**src/hdl/periodic_timer_pkg.sv**
```systemverilog
// Purpose: Constants and carriers for the periodic down timer
// Assumes: AXI4-Lite slave, 32-bit data, one clock
// Notes:   Register offsets are byte addresses within a 4K window
package periodic_timer_pkg;
  localparam int          COUNT_W          = 24;
  localparam logic [31:0] IRQ_CTRL_BASE    = 32'hE000_0000;
  localparam logic [31:0] TIMER_BASE_OFS   = 32'h0000_1000;
  localparam logic [7:0]  EXC_VECTOR       = 8'h18;
  localparam int          WINDOW_BITS      = 12;
  localparam logic [11:0] OFS_CTRL_STATUS  = 12'h000;
  localparam logic [11:0] OFS_RELOAD       = 12'h004;
  localparam logic [11:0] OFS_COUNT        = 12'h008;
  localparam logic [11:0] OFS_IRQ_STATUS   = 12'h00C;
  localparam logic [11:0] OFS_IRQ_MASK     = 12'h010;
  localparam int          BIT_RUN          = 0;
  localparam int          BIT_IRQ_EN       = 1;
  localparam int          BIT_CLK_SEL      = 2;
  localparam int          BIT_ZERO_FLAG    = 3;
  localparam logic [1:0]  RESP_OKAY        = 2'h0;
  localparam logic [1:0]  RESP_SLVERR      = 2'h2;
  localparam logic [23:0] COUNT_ZERO       = 24'h00_0000;

  typedef struct packed {
    logic                run;
    logic                irq_en;
    logic                clk_sel;
    logic                zero_flag;
    logic [COUNT_W-1:0]  reload;
    logic [COUNT_W-1:0]  count;
  } timer_regs_t;

  typedef struct packed {
    logic        aw_got;
    logic [11:0] aw_addr;
    logic        w_got;
    logic [31:0] w_data;
    logic        bvalid;
    logic [1:0]  bresp;
    logic        rvalid;
    logic [31:0] rdata;
    logic [1:0]  rresp;
  } bus_state_t;
endpackage

```
**src/hdl/periodic_down_timer.sv**
```systemverilog
// Purpose: Programmable 24-bit periodic down timer with AXI4-Lite registers
// Assumes: ext_ref_clk is asynchronous and much slower than clk
// Notes:   External reference ticks on its synchronised rising edge
`timescale 1ns/1ps
`default_nettype none
module periodic_down_timer
  import periodic_timer_pkg::*;
#(
  parameter bit          TIMER_PRESENT = 1'b1,
  parameter logic [31:0] BASE_ADDR     = IRQ_CTRL_BASE + TIMER_BASE_OFS
) (
  input  wire logic        clk,
  input  wire logic        rst,
  input  wire logic        ext_ref_clk,
  input  wire logic [31:0] s_axi_awaddr,
  input  wire logic [2:0]  s_axi_awprot,
  input  wire logic        s_axi_awvalid,
  output logic             s_axi_awready,
  input  wire logic [31:0] s_axi_wdata,
  input  wire logic [3:0]  s_axi_wstrb,
  input  wire logic        s_axi_wvalid,
  output logic             s_axi_wready,
  output logic [1:0]       s_axi_bresp,
  output logic             s_axi_bvalid,
  input  wire logic        s_axi_bready,
  input  wire logic [31:0] s_axi_araddr,
  input  wire logic [2:0]  s_axi_arprot,
  input  wire logic        s_axi_arvalid,
  output logic             s_axi_arready,
  output logic [31:0]      s_axi_rdata,
  output logic [1:0]       s_axi_rresp,
  output logic             s_axi_rvalid,
  input  wire logic        s_axi_rready,
  output logic             exc_request,
  output logic [7:0]       exc_vector,
  output logic             irq
);

  typedef struct packed {
    timer_regs_t t;
    bus_state_t  b;
    logic [2:0]  ref_sync;
    logic        irq_status;
    logic        irq_mask;
    logic [3:0]  w_strb;
    logic        exc_request;
    logic        irq;
    logic        awready;
    logic        wready;
    logic        arready;
  } state_t;

  state_t s;
  state_t next_s;

  localparam logic [COUNT_W-1:0] COUNT_ONE = 24'h00_0001;
  localparam int                 LANES     = 3;
  localparam int                 LANE_W    = 8;
  localparam logic [11:0]        OFS_ALL   = OFS_CTRL_STATUS | OFS_RELOAD | OFS_COUNT | OFS_IRQ_STATUS | OFS_IRQ_MASK;

  // Refuse a base that the 4K decode cannot serve
  if (BASE_ADDR[WINDOW_BITS-1:0] != '0) begin : g_bad_base
    $error("BASE_ADDR must be 4K aligned");
  end

  // The reload byte lanes cover exactly the counter width
  if (COUNT_W != LANES * LANE_W) begin : g_bad_width
    $error("COUNT_W must match the reload byte lanes");
  end

  // Register offsets must be whole words
  if (OFS_ALL[1:0] != 2'b00) begin : g_bad_ofs
    $error("register offsets must be word aligned");
  end

  // Field positions must fit in the data word
  if (BIT_ZERO_FLAG >= $bits(s_axi_rdata) || BIT_CLK_SEL >= $bits(s_axi_rdata)) begin : g_bad_bits
    $error("control field outside the data word");
  end

  // Offset decode is fixed at twelve address bits
  if (WINDOW_BITS != $bits(OFS_COUNT)) begin : g_bad_window
    $error("WINDOW_BITS must match the offset width");
  end

  // Unused protection bits and the lane 3 strobe: all privilege levels may access
  logic prot_unused;
  assign prot_unused = ^{s_axi_awprot, s_axi_arprot, s.w_strb[3]};

  // Control/status word as software sees it
  function automatic logic [31:0] status_word(input timer_regs_t r);
    logic [31:0] w;
    w                = 32'h0000_0000;
    w[BIT_RUN]       = r.run;
    w[BIT_IRQ_EN]    = r.irq_en;
    w[BIT_CLK_SEL]   = r.clk_sel;
    w[BIT_ZERO_FLAG] = r.zero_flag;
    return w;
  endfunction

  // Byte lanes 0..2 carry the reload; lane 3 has no storage
  function automatic logic [COUNT_W-1:0] merge_lanes(
    input logic [COUNT_W-1:0] old,
    input logic [31:0]        data,
    input logic [3:0]         strb
  );
    logic [COUNT_W-1:0] m;
    m = old;
    for (int lane = 0; lane < LANES; lane++) begin
      if (strb[lane]) begin
        m[lane*LANE_W +: LANE_W] = data[lane*LANE_W +: LANE_W];
      end
    end
    return m;
  endfunction

  // Offsets that hold a register; the rest of the window is reserved
  function automatic logic is_mapped(input logic [11:0] a);
    logic hit;
    case (a)
      OFS_CTRL_STATUS: hit = 1'b1;
      OFS_RELOAD:      hit = 1'b1;
      OFS_COUNT:       hit = 1'b1;
      OFS_IRQ_STATUS:  hit = 1'b1;
      OFS_IRQ_MASK:    hit = 1'b1;
      default:         hit = 1'b0;
    endcase
    return hit;
  endfunction

  // One count-clock step of the down counter
  function automatic logic [COUNT_W-1:0] count_step(
    input logic [COUNT_W-1:0] count,
    input logic [COUNT_W-1:0] reload
  );
    logic [COUNT_W-1:0] c;
    c = count;
    if (count == COUNT_ZERO) begin
      // A zero reload leaves the counter parked at zero
      if (reload != COUNT_ZERO) begin
        c = reload;
      end
    end else begin
      c = count - COUNT_ONE;
    end
    return c;
  endfunction

  always_comb begin
    logic        tick;
    logic        ref_rise;
    logic        wr_go;
    logic        rd_go;
    logic        in_win;
    logic [11:0] ofs;
    logic [11:0] rd_ofs;
    logic        hit_zero;
    logic        aw_take;
    logic        w_take;
    logic        b_done;
    logic        r_done;

    // Scratch values, all given a value first
    tick     = 1'b0;
    ref_rise = 1'b0;
    wr_go    = 1'b0;
    rd_go    = 1'b0;
    in_win   = 1'b0;
    ofs      = s.b.aw_addr;
    rd_ofs   = s_axi_araddr[11:0];
    hit_zero = 1'b0;
    aw_take  = 1'b0;
    w_take   = 1'b0;
    b_done   = 1'b0;
    r_done   = 1'b0;
    next_s   = s;

    // Two sync stages; stage 2 only remembers the prior level
    next_s.ref_sync = {s.ref_sync[1:0], ext_ref_clk};
    ref_rise        = s.ref_sync[1] & ~s.ref_sync[2];
    // Core clock ticks every cycle; reference only on its rising edge
    if (s.t.clk_sel) begin
      tick = 1'b1;
    end else begin
      tick = ref_rise;
    end

    // Counter holds while stopped
    // Flag only on the 1 to 0 step, never on a reload
    if (s.t.run && tick) begin
      next_s.t.count = count_step(s.t.count, s.t.reload);
      hit_zero       = (s.t.count == COUNT_ONE);
    end

    // Write address: one-cycle ready pulse, then held until used
    // Upper address bits ignored inside the window
    next_s.awready = 1'b0;
    aw_take        = s_axi_awvalid && !s.b.aw_got && !s.awready;
    if (aw_take) begin
      next_s.awready   = 1'b1;
      next_s.b.aw_got  = 1'b1;
      next_s.b.aw_addr = s_axi_awaddr[11:0];
    end

    // Write data and strobes, taken independently of the address
    next_s.wready = 1'b0;
    w_take        = s_axi_wvalid && !s.b.w_got && !s.wready;
    if (w_take) begin
      next_s.wready   = 1'b1;
      next_s.b.w_got  = 1'b1;
      next_s.b.w_data = s_axi_wdata;
      next_s.w_strb   = s_axi_wstrb;
    end

    // Commit once both halves are in and the last answer is gone
    wr_go  = s.b.aw_got && s.b.w_got && !s.b.bvalid;
    ofs    = s.b.aw_addr;
    in_win = is_mapped(ofs);
    if (wr_go) begin
      next_s.b.aw_got = 1'b0;
      next_s.b.w_got  = 1'b0;
      next_s.b.bvalid = 1'b1;
      // Reserved offsets swallow the write and still answer OKAY
      next_s.b.bresp  = RESP_OKAY;
      if (in_win) begin
        case (ofs)
          OFS_CTRL_STATUS: begin
            next_s.t.run     = s.b.w_data[BIT_RUN];
            next_s.t.irq_en  = s.b.w_data[BIT_IRQ_EN];
            next_s.t.clk_sel = s.b.w_data[BIT_CLK_SEL];
          end
          OFS_RELOAD: begin
            // Strobes were captured together with the data
            next_s.t.reload = merge_lanes(s.t.reload, s.b.w_data, s.w_strb);
          end
          OFS_COUNT: begin
            // Any data: the value written is discarded
            next_s.t.count     = COUNT_ZERO;
            next_s.t.zero_flag = 1'b0;
          end
          OFS_IRQ_STATUS: begin
            // Write one to clear
            if (s.b.w_data[0]) begin
              next_s.irq_status = 1'b0;
            end
          end
          OFS_IRQ_MASK: begin
            next_s.irq_mask = s.b.w_data[0];
          end
          default: begin
            next_s.b.bresp = RESP_OKAY;
          end
        endcase
      end
    end

    // Response stands until the master takes it
    b_done = s.b.bvalid && s_axi_bready;
    if (b_done) begin
      next_s.b.bvalid = 1'b0;
    end

    // Read: arready and rvalid rise together, one read at a time
    // Offsets decoded from the low twelve bits only
    next_s.arready = 1'b0;
    rd_go          = s_axi_arvalid && !s.arready && !s.b.rvalid;
    rd_ofs         = s_axi_araddr[11:0];
    if (rd_go) begin
      next_s.arready  = 1'b1;
      next_s.b.rvalid = 1'b1;
      next_s.b.rresp  = RESP_OKAY;
      next_s.b.rdata  = 32'h0000_0000;
      case (rd_ofs)
        OFS_CTRL_STATUS: begin
          next_s.b.rdata = status_word(s.t);
          // Reading is the acknowledge; a zero event below still wins
          next_s.t.zero_flag = 1'b0;
        end
        OFS_RELOAD: begin
          next_s.b.rdata[COUNT_W-1:0] = s.t.reload;
        end
        OFS_COUNT: begin
          next_s.b.rdata[COUNT_W-1:0] = s.t.count;
        end
        OFS_IRQ_STATUS: begin
          next_s.b.rdata[0] = s.irq_status;
        end
        OFS_IRQ_MASK: begin
          next_s.b.rdata[0] = s.irq_mask;
        end
        default: begin
          // Reserved reads return zero with OKAY
          next_s.b.rdata = 32'h0000_0000;
        end
      endcase
    end

    // Read data stands until the master takes it
    r_done = s.b.rvalid && s_axi_rready;
    if (r_done) begin
      next_s.b.rvalid = 1'b0;
    end

    // Set wins over every clear of the same cycle
    if (hit_zero) begin
      next_s.t.zero_flag = 1'b1;
      next_s.irq_status  = 1'b1;
    end

    // Registered from the next state so they track the flags
    next_s.exc_request = next_s.t.zero_flag & next_s.t.irq_en;
    // Sticky status gated by its mask
    next_s.irq         = next_s.irq_status & next_s.irq_mask;

    // Absent timer: every flop stays at its reset value
    if (!TIMER_PRESENT) begin
      next_s = '0;
    end
  end

  // Async reset puts every register at zero
  always_ff @(posedge clk or posedge rst) begin
    if (rst) begin
      s <= '0;
    end else begin
      s <= next_s;
    end
  end

  // Every output straight from a flop, except exc_vector, which is the constant EXC_VECTOR
  assign s_axi_awready = s.awready;
  assign s_axi_wready  = s.wready;
  assign s_axi_bvalid  = s.b.bvalid;
  assign s_axi_bresp   = s.b.bresp;
  assign s_axi_arready = s.arready;
  assign s_axi_rvalid  = s.b.rvalid;
  assign s_axi_rdata   = s.b.rdata;
  assign s_axi_rresp   = s.b.rresp;

  assign exc_request   = s.exc_request;
  assign exc_vector    = EXC_VECTOR;
  assign irq           = s.irq;
endmodule
`default_nettype wire

```
**config.mk**
```make
export PLATFORM = sky130hd
export DESIGN_NAME = periodic_down_timer
export DESIGN_NICKNAME = d
export VERILOG_FILES = /design/src/hdl/periodic_timer_pkg.sv /design/src/hdl/periodic_down_timer.sv
export SDC_FILE = /design/constraint.sdc
export NUM_CORES = 1
export LEC_CHECK = 0
export ABC_AREA = 1
export BUFFER_PORTS_ARGS = -buffer_cell sky130_fd_sc_hd__clkbuf_2
export CORE_ASPECT_RATIO = 0.8
export CORE_MARGIN = 3
export CORE_UTILIZATION = 35
export DETAILED_ROUTE_END_ITERATION = 8
export SETUP_SLACK_MARGIN = 0.2
export SLEW_MARGIN = 20
export SYNTH_ARGS = -nofsm -noshare
export SYNTH_HDL_FRONTEND = slang
export SYNTH_SLANG_ARGS = --single-unit
```
**constraint.sdc**
```tcl
create_clock -name clk -period 4.7 [get_ports clk]
set_input_delay 0.47 -clock clk [delete_from_list [all_inputs] [get_ports clk]]
set_output_delay 0.47 -clock clk [all_outputs]
set_load 0.05 [all_outputs]
```
==> reports/metrics.yaml, run 1 <==
critical_path:
  r2r_start: "s[93]"
  rr_worst_depth: 8
  critPathKind: "in2reg"
  critPathLaunchType: "input port"
  r2r_slack_ps: 2360
  arrival_ps: 2700
  reg2reg_to: "exc_request"
  worstPathMaxFanout: 21
  timing.critical_path.to_type: "register"
  critPathRequiredTime_ps: 5060
routing:
  route.detailed.drc: 0
  drtAntennaViolNets: 0
  vias: 5656
  dr.pass1.iters: 7
  routed_wl_um: 16810
  drt-vias-per-instance: 4.741
  avgRoutedWirePerCell_um: 14.09
  drtIter0Drc: 476
timing:
  setup_tns_ps: 0
  slew-limit-headroom_pct: 30.54
  fin_crit_ps: 2343
  hold_violations: 0
  whs_ps: 156.6
  rsz0062_at_grt: "no"
  finalSetupViolations: 0
  fmax_mhz: 426.8
  min_period_over_period_pct: 49.85
  worst_clock_skew_ps: 8.256
  worst-slew-pin-transition_ps: 1039
  slew_violations: 0
clock_tree:
  path_clk_slew_ps: 50
  numCtsBuffers: 17
  cts_tree: "built"
  cts_sinks: 129
  htree_levels: 4
  cts_resized: 0
  post_cts_buffers: 0
  clk_latency_ps: 420
  holdBufCountCts: 0
  cts_buffer_depth: 2
  root_buffer: "clkbuf_16"
yosys:
  syn_area_sq_um: 6878
  yosysSeqAreaShare_pct: 46.93
  yosysUniqueCellTypes: 39
  ys.flop_type: "dfrtp_1"
  syn_area_per_cell_sq_um: 7.988
  synth_async_sr_flop_share_pct: 100.0
  ys_seq_elements: 129
  yosys.area.top_type: "dfrtp_1"
  yosys_warnings: 0
  synth.most_common_cell: "nand2_1"
  synth_cells: 861
  synth_common_cells: "nand2_1 (246), dfrtp_1 (129), inv_1 (95), nor2_1 (51), nand3_1 (49)"
  synth_area_leaders: "dfrtp_1 (47%), nand2_1 (13%), inv_1 (5.2%)"
  synth_edf_count: 0
  yosysTopAreaCellShare_pct: 46.93
final_layout:
  diodes: 0
  syn_to_final_growth_pct: 14.70
  layout-drive-gt1-share_pct: 20.64
  nets: 1039
pwr:
  power.switching_mw: 1.778
  power.ir.vdd_worst_uv: 232.7
  power_leakage_nw: 3.964
  power.density_nw_per_um2: 561.1
  pwr-share-clk_pct: 29.3
  p_seq_share_pct: 34.0
  intPower_mw: 2.649
  p_sw_share_pct: 40.16
  pwr-share-comb_pct: 36.7
min_path:
  whs_endpoint: "next_s[12]"
  worstHoldStart: "ext_ref_clk"
  whs_path_depth: 1
  hold_class: "in2reg"
global_route:
  grt_usage_pct: 16.28
  antenna_found_initial: 0
  grt_pass1_vias: 5289
  overflow: 0
  grt_first_pass_wirelength_um: 27700
  grt_start_max_net_pins: 74
floorplanning:
  die_h_um: 131.4
  core_sq_um: 19140
  die_w_um: 162.7
  ioPinCount: 165
  dieArea_sq_um: 21380
  initial_core_util_pct: 35.93
  num_rows: 45
placement:
  dpl.hpwl_um: 12090
  port_buffers: 89
  gp_congestion: 0.8968
run_status:
  status: "finished, final reports clean"
run:
  maxCapViolations: 0
power groups by stage:
stage | sequential (mW) | clock, mW | combinational (mW)
2_1_floorplan | 1.54 | 0 | 1.28
3_3_place_gp | 1.52 | 0 | 1.60
3_5_place_dp | 1.52 | 0 | 1.62
4_1_cts | 1.50 | 1.33 | 1.62
5_1_grt | 1.54 | 1.37 | 1.84
6_report | 1.51 | 1.30 | 1.62
cells by family after synthesis:
group / after synthesis / share of synthesized area, %
XOR/XNOR: 10 / 1.274
other: 2 / 0.1092
adder cells (fa/ha/maj): 2 / 0.3638
buffers and inverters: 172 / 12.37
AO/OA/AOI/OAI: 138 / 12.04
flip-flops: 129 / 46.93
AND/OR/NAND/NOR: 408 / 26.91
cell type report:
cell class                 instances  area [sq um]
tap                              258         322.8
clock inverter                    12         135.1
sequential                       129          3228
inverter                         103         389.1
multi-input combinational        578          2878
fill                            2016         11250
clock buffer                      19         452.9
timing repair buffer              94         483.0
placed cells by master (no fill, tap or decap), types with 2 or more instances in the layout:
| cell type | n |
|---|---|
| a21oi_1 | 36 |
| conb_1 | 20 |
| clkbuf_2 | 89 |
| nand2_2 | 9 |
| o211ai_1 | 4 |
| nor2_8 | 2 |
| clkbuf_8 | 2 |
| clkbuf_16 | 17 |
| o22ai_1 | 19 |
| clkinv_2 | 3 |
| nand3_1 | 49 |
| nor3_4 | 2 |
| inv_2 | 7 |
| o21ai_0 | 46 |
| nor3_2 | 3 |
| xor2_1 | 9 |
| nor2_2 | 6 |
| bufinv_16 | 2 |
| nand2_1 | 246 |
| ha_1 | 2 |
| nand4_1 | 19 |
| dfrtp_1 | 129 |
| nor3_1 | 6 |
| nand2_4 | 2 |
| nor2_4 | 5 |
| clkinvlp_4 | 3 |
| clkinv_4 | 3 |
| buf_4 | 5 |
| nor2_1 | 51 |
| inv_1 | 94 |
| o21ai_1 | 4 |
| nand3_2 | 4 |
| o21ai_2 | 25 |
metal layers:
layer  wire, um  global-route usage, %  share of wire, %
met2       6331                  20.94                38
met3       1159                  3.530               6.9
met5          0                      0                 0
met4        257                  5.355               1.5
met1       9062                  26.37                54
critical path, stage by stage:
cell	delay, ps
clkbuf_2	80
nor2_1	170
inv_1	80
nor2_1	170
nand4_1	840
o22ai_1	690
nand2_1	120
nand2_1	80
how the worst max path moves through the flow:
stage          slack, ps         endpoint             from  cells past startpoint
2_1_floorplan        790      exc_request              rst                      1
3_3_place_gp        2070  s_axi_rdata[10]  s_axi_araddr[1]                      8
3_5_place_dp        2030  s_axi_rdata[16]  s_axi_araddr[1]                      8
4_1_cts             2360      exc_request            s[93]                      8
5_1_grt             2150      exc_request            s[93]                      8
6_report            2360  s_axi_rdata[10]  s_axi_araddr[1]                      8
stage by stage:
step                      worst slack, ps  cell area (sq um)  total power, mW  cells  util, %
after global routing                 2150               7889            4.743   1193    41.21
after floorplan                     789.0               6945            2.815    879        -
after global placement               2066               7301            3.114   1162    38.14
after detailed placement             2033               7301            3.138   1162    38.14
final                                2357               7889            4.426   1193    41.21
after CTS                            2356               7889            4.461   1193    41.21
flip-flops by register name, indices dropped and copies added (netlist names):
signal,flops
s,96
next_s,2
s_axi_awready,1
s_axi_wready,1
exc_request,1
s_axi_rdata,24
s_axi_bvalid,1
irq,1
s_axi_arready,1
s_axi_rvalid,1
(Power assumes the default switching activity.)
==> inputs of run 2 (changes only) <==
==> constraint.sdc (replaced) <==
create_clock -name clk -period 2.1 [get_ports clk]
set_input_delay 0.21 -clock clk [delete_from_list [all_inputs] [get_ports clk]]
set_output_delay 0.21 -clock clk [all_outputs]
set_load 0.05 [all_outputs]
==> reports/metrics.yaml, run 2 (synthesized netlist as in run 1, its figures left out) <==
placement:
  dp_slack_ps: 248.9
  port_buffers: 89
  gp_congestion: 0.9087
  placed_cells: 1171
  dpl.hpwl_um: 12280
final_layout:
  final_cell_mix: "nand2_1 (246), dfrtp_1 (129), inv_1 (93)"
  largest_register: "s"
  diodes: 0
  finalNonFillerCells: 1218
  layout-drive-gt1-share_pct: 21.67
  layout_commonest_cell: "nand2_1"
  syn_to_final_growth_pct: 19.23
  nets: 1064
  largest_register_ff_count: 96
critical_path:
  path_common_cell: "nand3_1"
  critPathBufInv: 0
  critPathLaunchType: "register"
  max_stage_delay_ps: 420
  path_cells: "nor2_1 > nand2_1 > nor3_2 > nand3_4 > nand3_1 > nand3_1 > a21oi_1"
  slowest_stage: "dfrtp_1"
  path_delay_family: "simple AND/OR/NAND/NOR gates"
  worstPathMaxFanout: 17
  critPathKind: "reg2reg"
  critPathRequiredTime_ps: 2430
  timing.critical_path.to_type: "register"
  arrival_ps: 2140
floorplanning:
  die_w_um: 162.7
  core_sq_um: 19140
  dieArea_sq_um: 21380
  initial_core_util_pct: 35.93
  die_h_um: 131.4
  ioPinCount: 165
  num_rows: 45
pwr:
  power.density_nw_per_um2: 1266
  power.ir.vdd_worst_uv: 556.2
  power_leakage_nw: 4.104
  power_mw: 10.39
global_route:
  overflow: 0
  grt_start_max_net_pins: 57
  antenna_found_initial: 0
  grt_usage_pct: 15.97
  grt_pass1_vias: 5342
  grt_first_pass_wirelength_um: 27630
timing:
  fmax_mhz: 551.9
  finalSetupViolations: 0
  min_period_over_period_pct: 86.28
  setup_tns_ps: 0
  slew_violations: 0
  rsz0062_at_grt: "yes"
  whs_ps: 7.964
  hold_violations: 0
  fin_crit_ps: 1812
  setup_ws_ps: 288.0
  worst_clock_skew_ps: 9.836
clock_tree:
  clk_latency_ps: 410
  root_buffer: "clkbuf_16"
  numCtsBuffers: 17
  path_clk_slew_ps: 60
  cts_buffer_depth: 2
  cts_sinks: 129
  htree_levels: 4
  cts_tree: "built"
routing:
  route.detailed.drc: 0
  drtAntennaViolNets: 0
  met3_length_um: 1482
  drt-vias-per-instance: 4.706
  m1WireLength_um: 8622
  avgRoutedWirePerCell_um: 13.87
  routed_wl_um: 16890
  drtIter0Drc: 477
  vias: 5732
  top_layer: "met4"
  met2_length_um: 6658
  dr.pass1.iters: 5
run:
  maxCapViolations: 0
min_path:
  hold_class: "in2reg"
run_status:
  status: "finished, final reports clean"
run 2: timing repair:
item,in CTS,in global routing
endpoints found under the setup margin,0,24
hold buffers,13,0
buffers inserted,0,2
endpoints found under the hold margin,27,0
gates resized for setup,0,4
run 2: final cells by class:
| class | instances | area [sq um] |
|---|---|---|
| fillers | 1966 | 10940 |
| flip-flops and latches | 129 | 3228 |
| multi-input cells | 579 | 2897 |
| repair buffers | 118 | 733.2 |
| clock buffers | 17 | 425.4 |
| inverters | 103 | 390.4 |
| well taps | 258 | 322.8 |
| clock inverters | 14 | 203.9 |
run 2: power breakdown:
group          switching [mW]  internal [mW]
Clock                    1.15           2.00
Sequential              0.346           3.03
Combinational            2.65           1.21
run 2: path summary, 6_finish.rpt:
path,slack [ps],cells past startpoint,from,end
worst max-delay path,290,7,s[116],s[121]
worst min-delay path,8,3,s_axi_awaddr[3],s[88]
worst max register to register,290,7,s[116],s[121]
worst min register to register,350,0,next_s[12],next_s[13]
max in group asynchronous,1090,4,rst,s[99]
min in group asynchronous,370,3,rst,s[104]
run 2: worst register-to-register path: cells and delay by family, from the launching register on:
family	cells	cell delay (ps)
compound gates	1	140
flops	1	420
simple gates	6	1180
run 2: per-stage QoR:
| stage | utilization, % | instance area [sq um] |
|---|---|---|
| 2_1_floorplan | - | 6949 |
| 3_3_place_gp | 38.69 | 7407 |
| 3_5_place_dp | 38.69 | 7407 |
| 4_1_cts | 42.66 | 8167 |
| 5_1_grt | 42.84 | 8200 |
| 6_report | 42.84 | 8200 |
run 2: metal layers:
layer	track usage [%]	vias to the layer above
met1	25.92	2589
met3	3.656	11
li1	-	2878
met2	21.47	254
met5	0	-
met4	2.959	0
